--- src/hw/pmbus_bank_pkg.sv ---
// constants, command codes, reset values and carrier types of the supply command bank
// assumes a framing layer on the same clock that delivers decoded pmbus transactions
// Behaviour
// unpaged channel select at 0x00, reset 0x00
// paged operating mode byte at 0x01, reset 0x00
// paged enable source byte at 0x02, default 0x1e
// send byte 0x03 clears all set fault bits
// unpaged write guard byte at 0x10, reset 0x00
// send byte 0x15 copies settings to nonvolatile store
// send byte 0x16 reloads settings from nonvolatile store
// read byte 0x19 returns constant 0xb0
// paged read byte 0x20 returns 0x13
// paged setpoint word 0x21, default 0x2000, servo target
// paged ceiling word 0x24 caps every commanded target
// paged margin high word 0x25, default 0x219a
// paged margin low word 0x26, default 0x1e66
// conversion enabled only above turn-on threshold 0x35
// conversion disabled below turn-off threshold 0x36
// paged sense resistance word 0x38, default 0xba00
// paged overvoltage fault limit 0x40 raises fault
// paged overvoltage action byte 0x41, default 0x80
// paged overvoltage warning limit 0x42 flags warning
// paged undervoltage warning limit 0x43 flags warning
// undervoltage fault limit 0x44 drops power good
// store in progress nacks all but busy read
// after clear faults flags may lag 500us
// paged values kept per channel, unpaged shared
// voltage words are unsigned mantissa times 2^-13

package pmbus_bank_pkg;

   localparam int CHANNELS = 4;
   localparam int CLK_PERIOD_NS = 100;
   localparam int RESTORE_TIME_MS = 30;
   localparam int RESTORE_CYCLES = RESTORE_TIME_MS * 1000000 / CLK_PERIOD_NS;
   localparam int STORE_TIME_MS = 20;
   localparam int STORE_CYCLES = STORE_TIME_MS * 1000000 / CLK_PERIOD_NS;
   localparam int CLEAR_LAG_US = 500;

   localparam logic [7:0] CODE_CHANNEL_SELECT = 8'h00;
   localparam logic [7:0] CODE_OPERATING_MODE = 8'h01;
   localparam logic [7:0] CODE_ENABLE_SOURCE = 8'h02;
   localparam logic [7:0] CODE_CLEAR_FAULTS = 8'h03;
   localparam logic [7:0] CODE_WRITE_GUARD = 8'h10;
   localparam logic [7:0] CODE_STORE_ALL = 8'h15;
   localparam logic [7:0] CODE_RESTORE_ALL = 8'h16;
   localparam logic [7:0] CODE_PROTOCOL_FEATURES = 8'h19;
   localparam logic [7:0] CODE_VOLTAGE_FORMAT = 8'h20;
   localparam logic [7:0] CODE_SETPOINT = 8'h21;
   localparam logic [7:0] CODE_CEILING = 8'h24;
   localparam logic [7:0] CODE_MARGIN_HIGH = 8'h25;
   localparam logic [7:0] CODE_MARGIN_LOW = 8'h26;
   localparam logic [7:0] CODE_INPUT_ON = 8'h35;
   localparam logic [7:0] CODE_INPUT_OFF = 8'h36;
   localparam logic [7:0] CODE_SENSE_RES = 8'h38;
   localparam logic [7:0] CODE_OV_FAULT = 8'h40;
   localparam logic [7:0] CODE_OV_ACTION = 8'h41;
   localparam logic [7:0] CODE_OV_WARN = 8'h42;
   localparam logic [7:0] CODE_UV_WARN = 8'h43;
   localparam logic [7:0] CODE_UV_FAULT = 8'h44;
   localparam logic [7:0] CODE_BUSY_SUMMARY = 8'h80;
   localparam logic [7:0] CODE_FAULT_STATUS = 8'h81;

   localparam logic [7:0] PROTOCOL_FEATURES = 8'hb0;
   localparam logic [7:0] VOLTAGE_FORMAT = 8'h13;
   localparam logic [7:0] RESET_CHANNEL_SELECT = 8'h00;
   localparam logic [7:0] RESET_OPERATING_MODE = 8'h00;
   localparam logic [7:0] RESET_ENABLE_SOURCE = 8'h1e;
   localparam logic [7:0] RESET_WRITE_GUARD = 8'h00;
   localparam logic [15:0] RESET_SETPOINT = 16'h2000;
   localparam logic [15:0] RESET_CEILING = 16'h8000;
   localparam logic [15:0] RESET_MARGIN_HIGH = 16'h219a;
   localparam logic [15:0] RESET_MARGIN_LOW = 16'h1e66;
   localparam logic [15:0] RESET_INPUT_ON = 16'hd280;
   localparam logic [15:0] RESET_INPUT_OFF = 16'hd240;
   localparam logic [15:0] RESET_SENSE_RES = 16'hba00;
   localparam logic [15:0] RESET_OV_FAULT = 16'h2333;
   localparam logic [7:0] RESET_OV_ACTION = 8'h80;
   localparam logic [15:0] RESET_OV_WARN = 16'h2266;
   localparam logic [15:0] RESET_UV_WARN = 16'h1d9a;
   localparam logic [15:0] RESET_UV_FAULT = 16'h1ccd;

   // write guard levels
   localparam logic [7:0] GUARD_ALL = 8'h80;
   localparam logic [7:0] GUARD_KEEP_MODE = 8'h40;
   localparam logic [7:0] GUARD_KEEP_SETPOINT = 8'h20;

   // operating mode, enable source and overvoltage action fields
   localparam int MODE_ON_BIT = 7;
   localparam int MODE_MARGIN_LSB = 4;
   localparam logic [1:0] MARGIN_LOW = 2'b01;
   localparam logic [1:0] MARGIN_HIGH = 2'b10;
   localparam int SRC_USE_BIT = 4;
   localparam int SRC_NEED_MODE_BIT = 3;
   localparam int SRC_NEED_PIN_BIT = 2;
   localparam int SRC_PIN_HIGH_BIT = 1;
   localparam int ACTION_SHUTDOWN_BIT = 7;

   // fault status bits and busy summary bits
   localparam int FLT_OV_FAULT = 3;
   localparam int FLT_OV_WARN = 2;
   localparam int FLT_UV_WARN = 1;
   localparam int FLT_UV_FAULT = 0;
   localparam int BUSY_BIT = 7;
   localparam int INPUT_OK_BIT = 6;

   typedef enum logic [1:0] {
      OP_SEND = 2'b00,
      OP_WRITE_BYTE = 2'b01,
      OP_WRITE_WORD = 2'b10,
      OP_READ = 2'b11
   } cmd_op_e;

   typedef enum logic [1:0] {
      IDLE = 2'b00,
      STORING = 2'b01,
      RESTORING = 2'b10
   } busy_e;

   typedef struct packed {
      logic valid;
      cmd_op_e op;
      logic [7:0] code;
      logic [15:0] data;
   } cmd_s;

   typedef struct packed {
      logic valid;
      logic nack;
      logic [15:0] data;
   } resp_s;

   typedef struct packed {
      logic [7:0] mode;
      logic [7:0] enable_source;
      logic [7:0] ov_action;
      logic [15:0] setpoint;
      logic [15:0] ceiling;
      logic [15:0] margin_high;
      logic [15:0] margin_low;
      logic [15:0] sense_res;
      logic [15:0] ov_fault;
      logic [15:0] ov_warn;
      logic [15:0] uv_warn;
      logic [15:0] uv_fault;
   } page_regs_s;

   typedef struct packed {
      page_regs_s [CHANNELS-1:0] pages;
      logic [7:0] write_guard;
      logic [15:0] input_on;
      logic [15:0] input_off;
   } settings_s;

endpackage

--- src/hw/pmbus_supply_command_bank.sv ---
// pmbus command register bank of a four channel supply manager
// assumes decoded transactions from a framing layer on clk; output voltage and input
// sense words come from an adc on clk; the control pin is asynchronous
`timescale 1ns/1ps

module pmbus_supply_command_bank import pmbus_bank_pkg::*; #(
   parameter int STORE_COUNT = STORE_CYCLES,
   parameter int RESTORE_COUNT = RESTORE_CYCLES
) (
   input wire logic clk,
   input wire logic rst_n,
   input wire cmd_s cmd,
   input wire logic control_pin,
   input wire logic [15:0] input_voltage_sense_pin,
   input wire logic [CHANNELS-1:0][15:0] output_voltage_sense,
   output resp_s resp,
   output logic [CHANNELS-1:0] channel_output_enable_pin,
   output logic [CHANNELS-1:0][15:0] channel_target,
   output logic [CHANNELS-1:0] power_good,
   output logic busy
);

   typedef struct packed {
      settings_s cfg;
      settings_s nv;
      logic [7:0] channel_select;
      logic [CHANNELS-1:0][3:0] faults;
      logic input_ok;
      busy_e busy_kind;
      logic [31:0] busy_count;
      logic ctl_meta;
      logic ctl_sync;
      resp_s resp;
      logic [CHANNELS-1:0] enable;
      logic [CHANNELS-1:0][15:0] target;
      logic [CHANNELS-1:0] good;
      logic busy;
   } state_s;

   state_s s;
   state_s next_s;

   function automatic settings_s reset_settings();
      settings_s r;
      r.write_guard = RESET_WRITE_GUARD;
      r.input_on = RESET_INPUT_ON;
      r.input_off = RESET_INPUT_OFF;
      for (int c = 0; c < CHANNELS; c++) begin
         r.pages[c].mode = RESET_OPERATING_MODE;
         r.pages[c].enable_source = RESET_ENABLE_SOURCE;
         r.pages[c].ov_action = RESET_OV_ACTION;
         r.pages[c].setpoint = RESET_SETPOINT;
         r.pages[c].ceiling = RESET_CEILING;
         r.pages[c].margin_high = RESET_MARGIN_HIGH;
         r.pages[c].margin_low = RESET_MARGIN_LOW;
         r.pages[c].sense_res = RESET_SENSE_RES;
         r.pages[c].ov_fault = RESET_OV_FAULT;
         r.pages[c].ov_warn = RESET_OV_WARN;
         r.pages[c].uv_warn = RESET_UV_WARN;
         r.pages[c].uv_fault = RESET_UV_FAULT;
      end
      return r;
   endfunction

   function automatic state_s reset_state();
      state_s r;
      r = '0;
      r.cfg = reset_settings();
      r.nv = reset_settings();
      r.channel_select = RESET_CHANNEL_SELECT;
      r.busy_kind = IDLE;
      return r;
   endfunction

   // which codes a given write guard level still lets through
   function automatic logic write_allowed(logic [7:0] code, logic [7:0] guard);
      logic ok;
      ok = 1'b1;
      if (code != CODE_WRITE_GUARD) begin
         if (|(guard & GUARD_ALL)) begin
            ok = 1'b0;
         end else if (|(guard & GUARD_KEEP_MODE)) begin
            ok = (code == CODE_CHANNEL_SELECT) || (code == CODE_OPERATING_MODE);
         end else if (|(guard & GUARD_KEEP_SETPOINT)) begin
            ok = (code == CODE_CHANNEL_SELECT) || (code == CODE_OPERATING_MODE) ||
                 (code == CODE_ENABLE_SOURCE) || (code == CODE_SETPOINT);
         end
      end
      return ok;
   endfunction

   ////////////////////////////////////////////////////////////////////////////////
   // command handling, nonvolatile copy, supervision

   always_comb begin
      logic [1:0] ch;
      logic clear_req;
      logic is_word;
      logic is_byte;
      logic [3:0] seen;
      logic [15:0] chosen;
      logic src_ok;
      page_regs_s pg;
      ch = '0;
      clear_req = 1'b0;
      is_word = 1'b0;
      is_byte = 1'b0;
      seen = '0;
      chosen = '0;
      src_ok = 1'b0;
      pg = '0;
      next_s = s;
      next_s.resp = '0;
      next_s.ctl_meta = control_pin;
      next_s.ctl_sync = s.ctl_meta;
      ch = s.channel_select[1:0];
      pg = s.cfg.pages[ch];
      is_word = (cmd.op == OP_WRITE_WORD);
      is_byte = (cmd.op == OP_WRITE_BYTE);

      if (s.busy_kind != IDLE) begin
         next_s.busy_count = s.busy_count - 32'h1;
         if (s.busy_count == 32'h1) begin
            next_s.busy_kind = IDLE;
            if (s.busy_kind == RESTORING) begin
               next_s.cfg = s.nv;
            end
         end
      end

      if (cmd.valid) begin
         next_s.resp.valid = 1'b1;
         next_s.resp.nack = 1'b1;
         if (s.busy_kind != IDLE) begin
            if (cmd.op == OP_READ && cmd.code == CODE_BUSY_SUMMARY) begin
               next_s.resp.nack = 1'b0;
               next_s.resp.data[BUSY_BIT] = 1'b1;
               next_s.resp.data[INPUT_OK_BIT] = s.input_ok;
            end
         end else if (cmd.op == OP_READ) begin
            next_s.resp.nack = 1'b0;
            unique case (cmd.code)
               CODE_CHANNEL_SELECT: next_s.resp.data = {8'h00, s.channel_select};
               CODE_OPERATING_MODE: next_s.resp.data = {8'h00, pg.mode};
               CODE_ENABLE_SOURCE: next_s.resp.data = {8'h00, pg.enable_source};
               CODE_WRITE_GUARD: next_s.resp.data = {8'h00, s.cfg.write_guard};
               CODE_PROTOCOL_FEATURES: next_s.resp.data = {8'h00, PROTOCOL_FEATURES};
               CODE_VOLTAGE_FORMAT: next_s.resp.data = {8'h00, VOLTAGE_FORMAT};
               CODE_SETPOINT: next_s.resp.data = pg.setpoint;
               CODE_CEILING: next_s.resp.data = pg.ceiling;
               CODE_MARGIN_HIGH: next_s.resp.data = pg.margin_high;
               CODE_MARGIN_LOW: next_s.resp.data = pg.margin_low;
               CODE_INPUT_ON: next_s.resp.data = s.cfg.input_on;
               CODE_INPUT_OFF: next_s.resp.data = s.cfg.input_off;
               CODE_SENSE_RES: next_s.resp.data = pg.sense_res;
               CODE_OV_FAULT: next_s.resp.data = pg.ov_fault;
               CODE_OV_ACTION: next_s.resp.data = {8'h00, pg.ov_action};
               CODE_OV_WARN: next_s.resp.data = pg.ov_warn;
               CODE_UV_WARN: next_s.resp.data = pg.uv_warn;
               CODE_UV_FAULT: next_s.resp.data = pg.uv_fault;
               CODE_BUSY_SUMMARY: next_s.resp.data[INPUT_OK_BIT] = s.input_ok;
               CODE_FAULT_STATUS: next_s.resp.data = {12'h000, s.faults[ch]};
               default: next_s.resp.nack = 1'b1;
            endcase
         end else if (cmd.op == OP_SEND) begin
            if (cmd.code == CODE_CLEAR_FAULTS) begin
               next_s.resp.nack = 1'b0;
               clear_req = 1'b1;
            end else if (cmd.code == CODE_STORE_ALL) begin
               next_s.resp.nack = 1'b0;
               next_s.nv = s.cfg;
               next_s.busy_kind = STORING;
               next_s.busy_count = 32'(STORE_COUNT);
            end else if (cmd.code == CODE_RESTORE_ALL) begin
               next_s.resp.nack = 1'b0;
               next_s.busy_kind = RESTORING;
               next_s.busy_count = 32'(RESTORE_COUNT);
            end
         end else if (write_allowed(cmd.code, s.cfg.write_guard)) begin
            next_s.resp.nack = 1'b0;
            unique case (cmd.code)
               CODE_CHANNEL_SELECT: begin
                  if (is_byte && cmd.data[7:0] < 8'(CHANNELS)) begin
                     next_s.channel_select = cmd.data[7:0];
                  end else begin
                     next_s.resp.nack = 1'b1;
                  end
               end
               CODE_WRITE_GUARD: begin
                  if (is_byte) next_s.cfg.write_guard = cmd.data[7:0];
                  else next_s.resp.nack = 1'b1;
               end
               CODE_INPUT_ON: begin
                  if (is_word) next_s.cfg.input_on = cmd.data;
                  else next_s.resp.nack = 1'b1;
               end
               CODE_INPUT_OFF: begin
                  if (is_word) next_s.cfg.input_off = cmd.data;
                  else next_s.resp.nack = 1'b1;
               end
               CODE_OPERATING_MODE, CODE_ENABLE_SOURCE, CODE_OV_ACTION: begin
                  if (!is_byte) next_s.resp.nack = 1'b1;
                  else if (cmd.code == CODE_OPERATING_MODE) pg.mode = cmd.data[7:0];
                  else if (cmd.code == CODE_ENABLE_SOURCE) pg.enable_source = cmd.data[7:0];
                  else pg.ov_action = cmd.data[7:0];
               end
               CODE_SETPOINT, CODE_CEILING, CODE_MARGIN_HIGH, CODE_MARGIN_LOW,
               CODE_SENSE_RES, CODE_OV_FAULT, CODE_OV_WARN, CODE_UV_WARN,
               CODE_UV_FAULT: begin
                  if (!is_word) next_s.resp.nack = 1'b1;
                  else if (cmd.code == CODE_SETPOINT) pg.setpoint = cmd.data;
                  else if (cmd.code == CODE_CEILING) pg.ceiling = cmd.data;
                  else if (cmd.code == CODE_MARGIN_HIGH) pg.margin_high = cmd.data;
                  else if (cmd.code == CODE_MARGIN_LOW) pg.margin_low = cmd.data;
                  else if (cmd.code == CODE_SENSE_RES) pg.sense_res = cmd.data;
                  else if (cmd.code == CODE_OV_FAULT) pg.ov_fault = cmd.data;
                  else if (cmd.code == CODE_OV_WARN) pg.ov_warn = cmd.data;
                  else if (cmd.code == CODE_UV_WARN) pg.uv_warn = cmd.data;
                  else pg.uv_fault = cmd.data;
               end
               default: next_s.resp.nack = 1'b1;
            endcase
            next_s.cfg.pages[ch] = pg;
         end
      end

      // input hysteresis between turn-on and turn-off thresholds
      if (input_voltage_sense_pin > s.cfg.input_on) begin
         next_s.input_ok = 1'b1;
      end else if (input_voltage_sense_pin < s.cfg.input_off) begin
         next_s.input_ok = 1'b0;
      end

      for (int c = 0; c < CHANNELS; c++) begin
         // voltages compare as unsigned mantissas of one shared exponent
         seen[FLT_OV_FAULT] = output_voltage_sense[c] > s.cfg.pages[c].ov_fault;
         seen[FLT_OV_WARN] = output_voltage_sense[c] > s.cfg.pages[c].ov_warn;
         seen[FLT_UV_WARN] = s.enable[c] &&
                             output_voltage_sense[c] < s.cfg.pages[c].uv_warn;
         seen[FLT_UV_FAULT] = s.enable[c] &&
                              output_voltage_sense[c] < s.cfg.pages[c].uv_fault;
         // a new event in the clearing cycle survives the clear
         next_s.faults[c] = clear_req ? seen : (s.faults[c] | seen);

         unique case (s.cfg.pages[c].mode[MODE_MARGIN_LSB +: 2])
            MARGIN_HIGH: chosen = s.cfg.pages[c].margin_high;
            MARGIN_LOW: chosen = s.cfg.pages[c].margin_low;
            default: chosen = s.cfg.pages[c].setpoint;
         endcase
         if (chosen > s.cfg.pages[c].ceiling) begin
            chosen = s.cfg.pages[c].ceiling;
         end
         next_s.target[c] = chosen;

         src_ok = 1'b1;
         if (s.cfg.pages[c].enable_source[SRC_USE_BIT]) begin
            src_ok = (!s.cfg.pages[c].enable_source[SRC_NEED_MODE_BIT] ||
                      s.cfg.pages[c].mode[MODE_ON_BIT]) &&
                     (!s.cfg.pages[c].enable_source[SRC_NEED_PIN_BIT] ||
                      (s.ctl_sync == s.cfg.pages[c].enable_source[SRC_PIN_HIGH_BIT]));
         end
         next_s.enable[c] = src_ok && s.input_ok &&
                            !(s.faults[c][FLT_OV_FAULT] &&
                              s.cfg.pages[c].ov_action[ACTION_SHUTDOWN_BIT]);
         next_s.good[c] = s.enable[c] &&
                          output_voltage_sense[c] > s.cfg.pages[c].uv_fault;
      end
      next_s.busy = (next_s.busy_kind != IDLE);
   end

   ////////////////////////////////////////////////////////////////////////////////
   // state register and outputs

   always_ff @(posedge clk) begin
      if (!rst_n) begin
         s <= reset_state();
      end else begin
         s <= next_s;
      end
   end

   assign resp = s.resp;
   assign channel_output_enable_pin = s.enable;
   assign channel_target = s.target;
   assign power_good = s.good;
   assign busy = s.busy;

endmodule

--- config.mk ---
export PLATFORM = sky130hd
export DESIGN_NAME = pmbus_supply_command_bank
export DESIGN_NICKNAME = d
export VERILOG_FILES = /design/src/hw/pmbus_bank_pkg.sv /design/src/hw/pmbus_supply_command_bank.sv
export SDC_FILE = /design/constraint.sdc
export NUM_CORES = 2
export LEC_CHECK = 0
export BUFFER_PORTS_ARGS = -buffer_cell sky130_fd_sc_hd__buf_4
export CAP_MARGIN = 10
export CORE_UTILIZATION = 47
export CTS_CLUSTER_SIZE = 14
export DETAILED_ROUTE_END_ITERATION = 10
export PLACE_DENSITY_LB_ADDON = 0.3
export SLEW_MARGIN = 20
export SYNTH_ARGS = -nofsm -noshare
export SYNTH_HDL_FRONTEND = slang
export SYNTH_SLANG_ARGS = --single-unit
--- constraint.sdc ---
create_clock -name clk -period 4.6 [get_ports clk]
set_clock_uncertainty 0.05 [all_clocks]
set_input_delay 0.23 -clock clk [delete_from_list [all_inputs] [get_ports clk]]
set_output_delay 0.23 -clock clk [all_outputs]
set_load 0.05 [all_outputs]
==> qor.yml <==
pwr:
  clock_power_share_pct: 48.9
  finalPower_w: 0.0303
  p_comb_share_pct: 5.6
  vdd_ir_drop_max_uv: 470
  p_int_w: 0.0228
  p_sw_w: 0.00750
  switching_share_pct: 24.8
  powerDensity_nw_per_um2: 350
  p_leak_nw: 32.8
  pwr-share-seq_pct: 45.5
grt:
  grt_pass1_wl_um: 488000
  grt_overflow: 0
  first_global_vias: 69242
  gr-usage-all-layers_pct: 40.3
  antenna_found_initial: 32
  grt_max_degree: 199
die:
  die_h_um: 407
  io_pins: 201
  coreArea_um2: 163000
  start_util_pct: 47.3
  placementRows: 148
  dieArea_um2: 165000
  die_x_um: 407
sta:
  finalCritPeriodShare_pct: 95.2
  setup_ws_ns: 0.220
  final.setup.tns_ns: 0
  period_needed_ns: 4.38
  worst_pin_slew_ns: 1.25
  hold_viol_final: 0
  finalSetupViolations: 0
  final_max_slew_viol_count: 0
  rsz0062_at_grt: "no"
  timing.fmax_ghz: 0.228
  relSlewSlack_pct: 16.0
synth:
  yosysWarningCount: 0
  yosys.area_share.adder_pct: 5.89
  synth-compound-area-share_pct: 20.9
  synth-async-reset-ratio_pct: 0
  synth.avg_cell_area_um2: 8.20
  ys_seq_area_share_pct: 41.0
  syn_inst: 9380
  synth_area_um2: 76900
  synth_top_family_by_area: "compound AO/OA/AOI/OAI gates"
  synth_cell_type_count: 83
  synth_mux_area_share_pct: 7.96
  synth-simple-area-share_pct: 17.4
  synth-edff-count: 0
  synth_seq_cells: 1576
  ys.flop_type: "dfxtp_1"
  synth_nets: 9851
  synth_xor_area_share_pct: 0.342
clock_tree:
  cts_resized: 0
  root_buffer: "clkbuf_16"
  cts_tree: "done"
  ctsHtreeMaxLevel: 4
  cts_buffer_depth: 3
  path_clk_slew_ns: 0.06
  post_cts.repair.setup_buffers: 0
  clk_latency_ns: 0.87
  cts_num_sinks: 1576
  cts_buffers: 170
final_layout:
  final_area_um2: 86400
  multi_input_comb_area_um2: 40500
  layout_commonest_cell: "nand2_1"
  nets: 9637
  layoutNonFillerInstCount: 11521
  drive_gt1_share_pct: 11.2
  final_cell_mix: "nand2_1, dfxtp_1, a21oi_1"
  fillCellCount: 15046
  regArea_um2: 31600
  syn_to_final_growth_pct: 12.4
detailed_routing:
  via_per_inst: 6.64
  wl_per_cell_um: 29.9
  wl_um: 345000
  dr.pass1.iters: 9
  drt_first_iter_violations: 12336
  drc: 0
  antenna_left: 0
  vias: 76531
worst_setup_path:
  end_kind: "register"
  required_ns: 5.25
  path_max_fanout: 32
  arrival_ns: 5.03
  crit_path_start_kind: "register"
  crit_type: "register to register"
  cp-startpoint: "s[1404]$_SDFF_PN0_"
  r2r-start: "s[1404]$_SDFF_PN0_"
placement:
  dpl_cell_area_um2: 80000
  post-place-ws_ns: 0.542
  routabilityCongestion: 1.04
  portBuffers: 200
  post-dp-hpwl_um: 230000
  dp_cells: 11138
hold_path:
  hold_class: "input port to register"
  min-delay-start: "output_voltage_sense[46]"
run:
  drv_cap: 0
run_status:
  status: "finished, final reports clean"
## cells by family (layout without fill, tap and decap cells)
group,count (synthesis),after routing
AND/OR/NAND/NOR,3221,3221
AO/OA/AOI/OAI,2609,2609
flip-flops,1576,1576
buffers and inverters,1201,1129
multiplexers,381,381
adder cells (fa/ha/maj),362,362
XOR/XNOR,30,30
other,0,38
## registers in the layout, indices dropped and copies added (netlist names)
register	flops
s	1484
channel_target	64
resp	18
channel_output_enable_pin	4
power_good	4
busy	1
next_s	1
## timing repair
item | CTS | global route
endpoints found under the setup margin | 0 | 0
hold buffers | 31 | 0
hold endpoints to repair | 107 | 0
## path summary, 6_finish.rpt
check | cells past startpoint | to | slack (ns)
setup / recovery | 10 | channel_target[32]$_SDFF_PN0_ | 0.22
hold / removal | 5 | s[138]$_SDFF_PN0_ | 0.06
setup reg to reg | 10 | channel_target[32]$_SDFF_PN0_ | 0.22
hold reg to reg | 1 | s[91]$_SDFF_PN0_ | 0.39
## per-stage QoR
step                      util, %  hold WS (ns)
after floorplan                 -         0.307
after global placement       49.2         0.370
after detailed placement     49.2         0.373
after CTS                    53.1      0.000786
after global routing         53.1        0.0706
final                        53.1        0.0582
## metal layers
layer / up-vias / global-route usage, % / part of all wire, %
li1: 32663 / - / -
met1: 36996 / 53.8 / 38
met2: 5718 / 56.3 / 41
met3: 1128 / 13.0 / 14
met4: 26 / 23.9 / 6.6
met5: - / 0 / 0.051
## Yosys cell counts, types with 31 or more instances
cell      number  area, µm²
ha_1         361       4520
clkbuf_1     610       2290
o21ai_1       50        250
nand4_1       69        432
a32oi_1       63        552
and3_1        48        300
dfxtp_1     1576      31600
mux2_2       123       1390
mux2i_1       86        861
a21oi_1      909       4550
a21o_1        47        353
buf_4         96        721
nand3_1      244       1220
nor2_1       221        830
mux4_2       172       3870
a31oi_1      224       1400
a221oi_1      80        701
o211ai_1     156       1170
o21ai_0      437       2190
buf_2         75        375
a22oi_1      414       3110
nor3_1        68        340
buf_1         44        165
o22ai_1       66        413
inv_1        367       1380
nand2_1     2405       9030
nor2b_1       31        194
## power groups by stage
| stage | sequential, W | combinational, W | clock [W] |
|---|---|---|---|
| 2_1_floorplan | 0.0140 | 0.000833 | 0 |
| 3_3_place_gp | 0.0141 | 0.00155 | 0 |
| 3_5_place_dp | 0.0141 | 0.00157 | 0 |
| 4_1_cts | 0.0138 | 0.00160 | 0.0148 |
| 5_1_grt | 0.0138 | 0.00173 | 0.0154 |
| 6_report | 0.0138 | 0.00169 | 0.0148 |
## worst max-delay path: stages, from the launching register on
cell and delay (ns):
dfxtp_1 0.40, ha_1 0.94, a22oi_1 0.28, o21ai_0 0.89
ha_1 0.41, a2111o_1 0.46, o21ai_0 0.22, a21oi_2 0.08
buf_4 0.24, nand3_1 0.13, o31ai_1 0.10
## area by class of cell
type | count | area share [%]
Multi-Input combinational cell | 6603 | 46.9
Clock buffer | 252 | 5.86
Timing Repair Buffer | 447 | 4.79
Tap cell | 2175 | 3.15
Clock inverter | 62 | 1.09
Sequential cell | 1576 | 36.5
Antenna cell | 38 | 0.110
Inverter | 368 | 1.61
(Power assumes the default switching activity.)
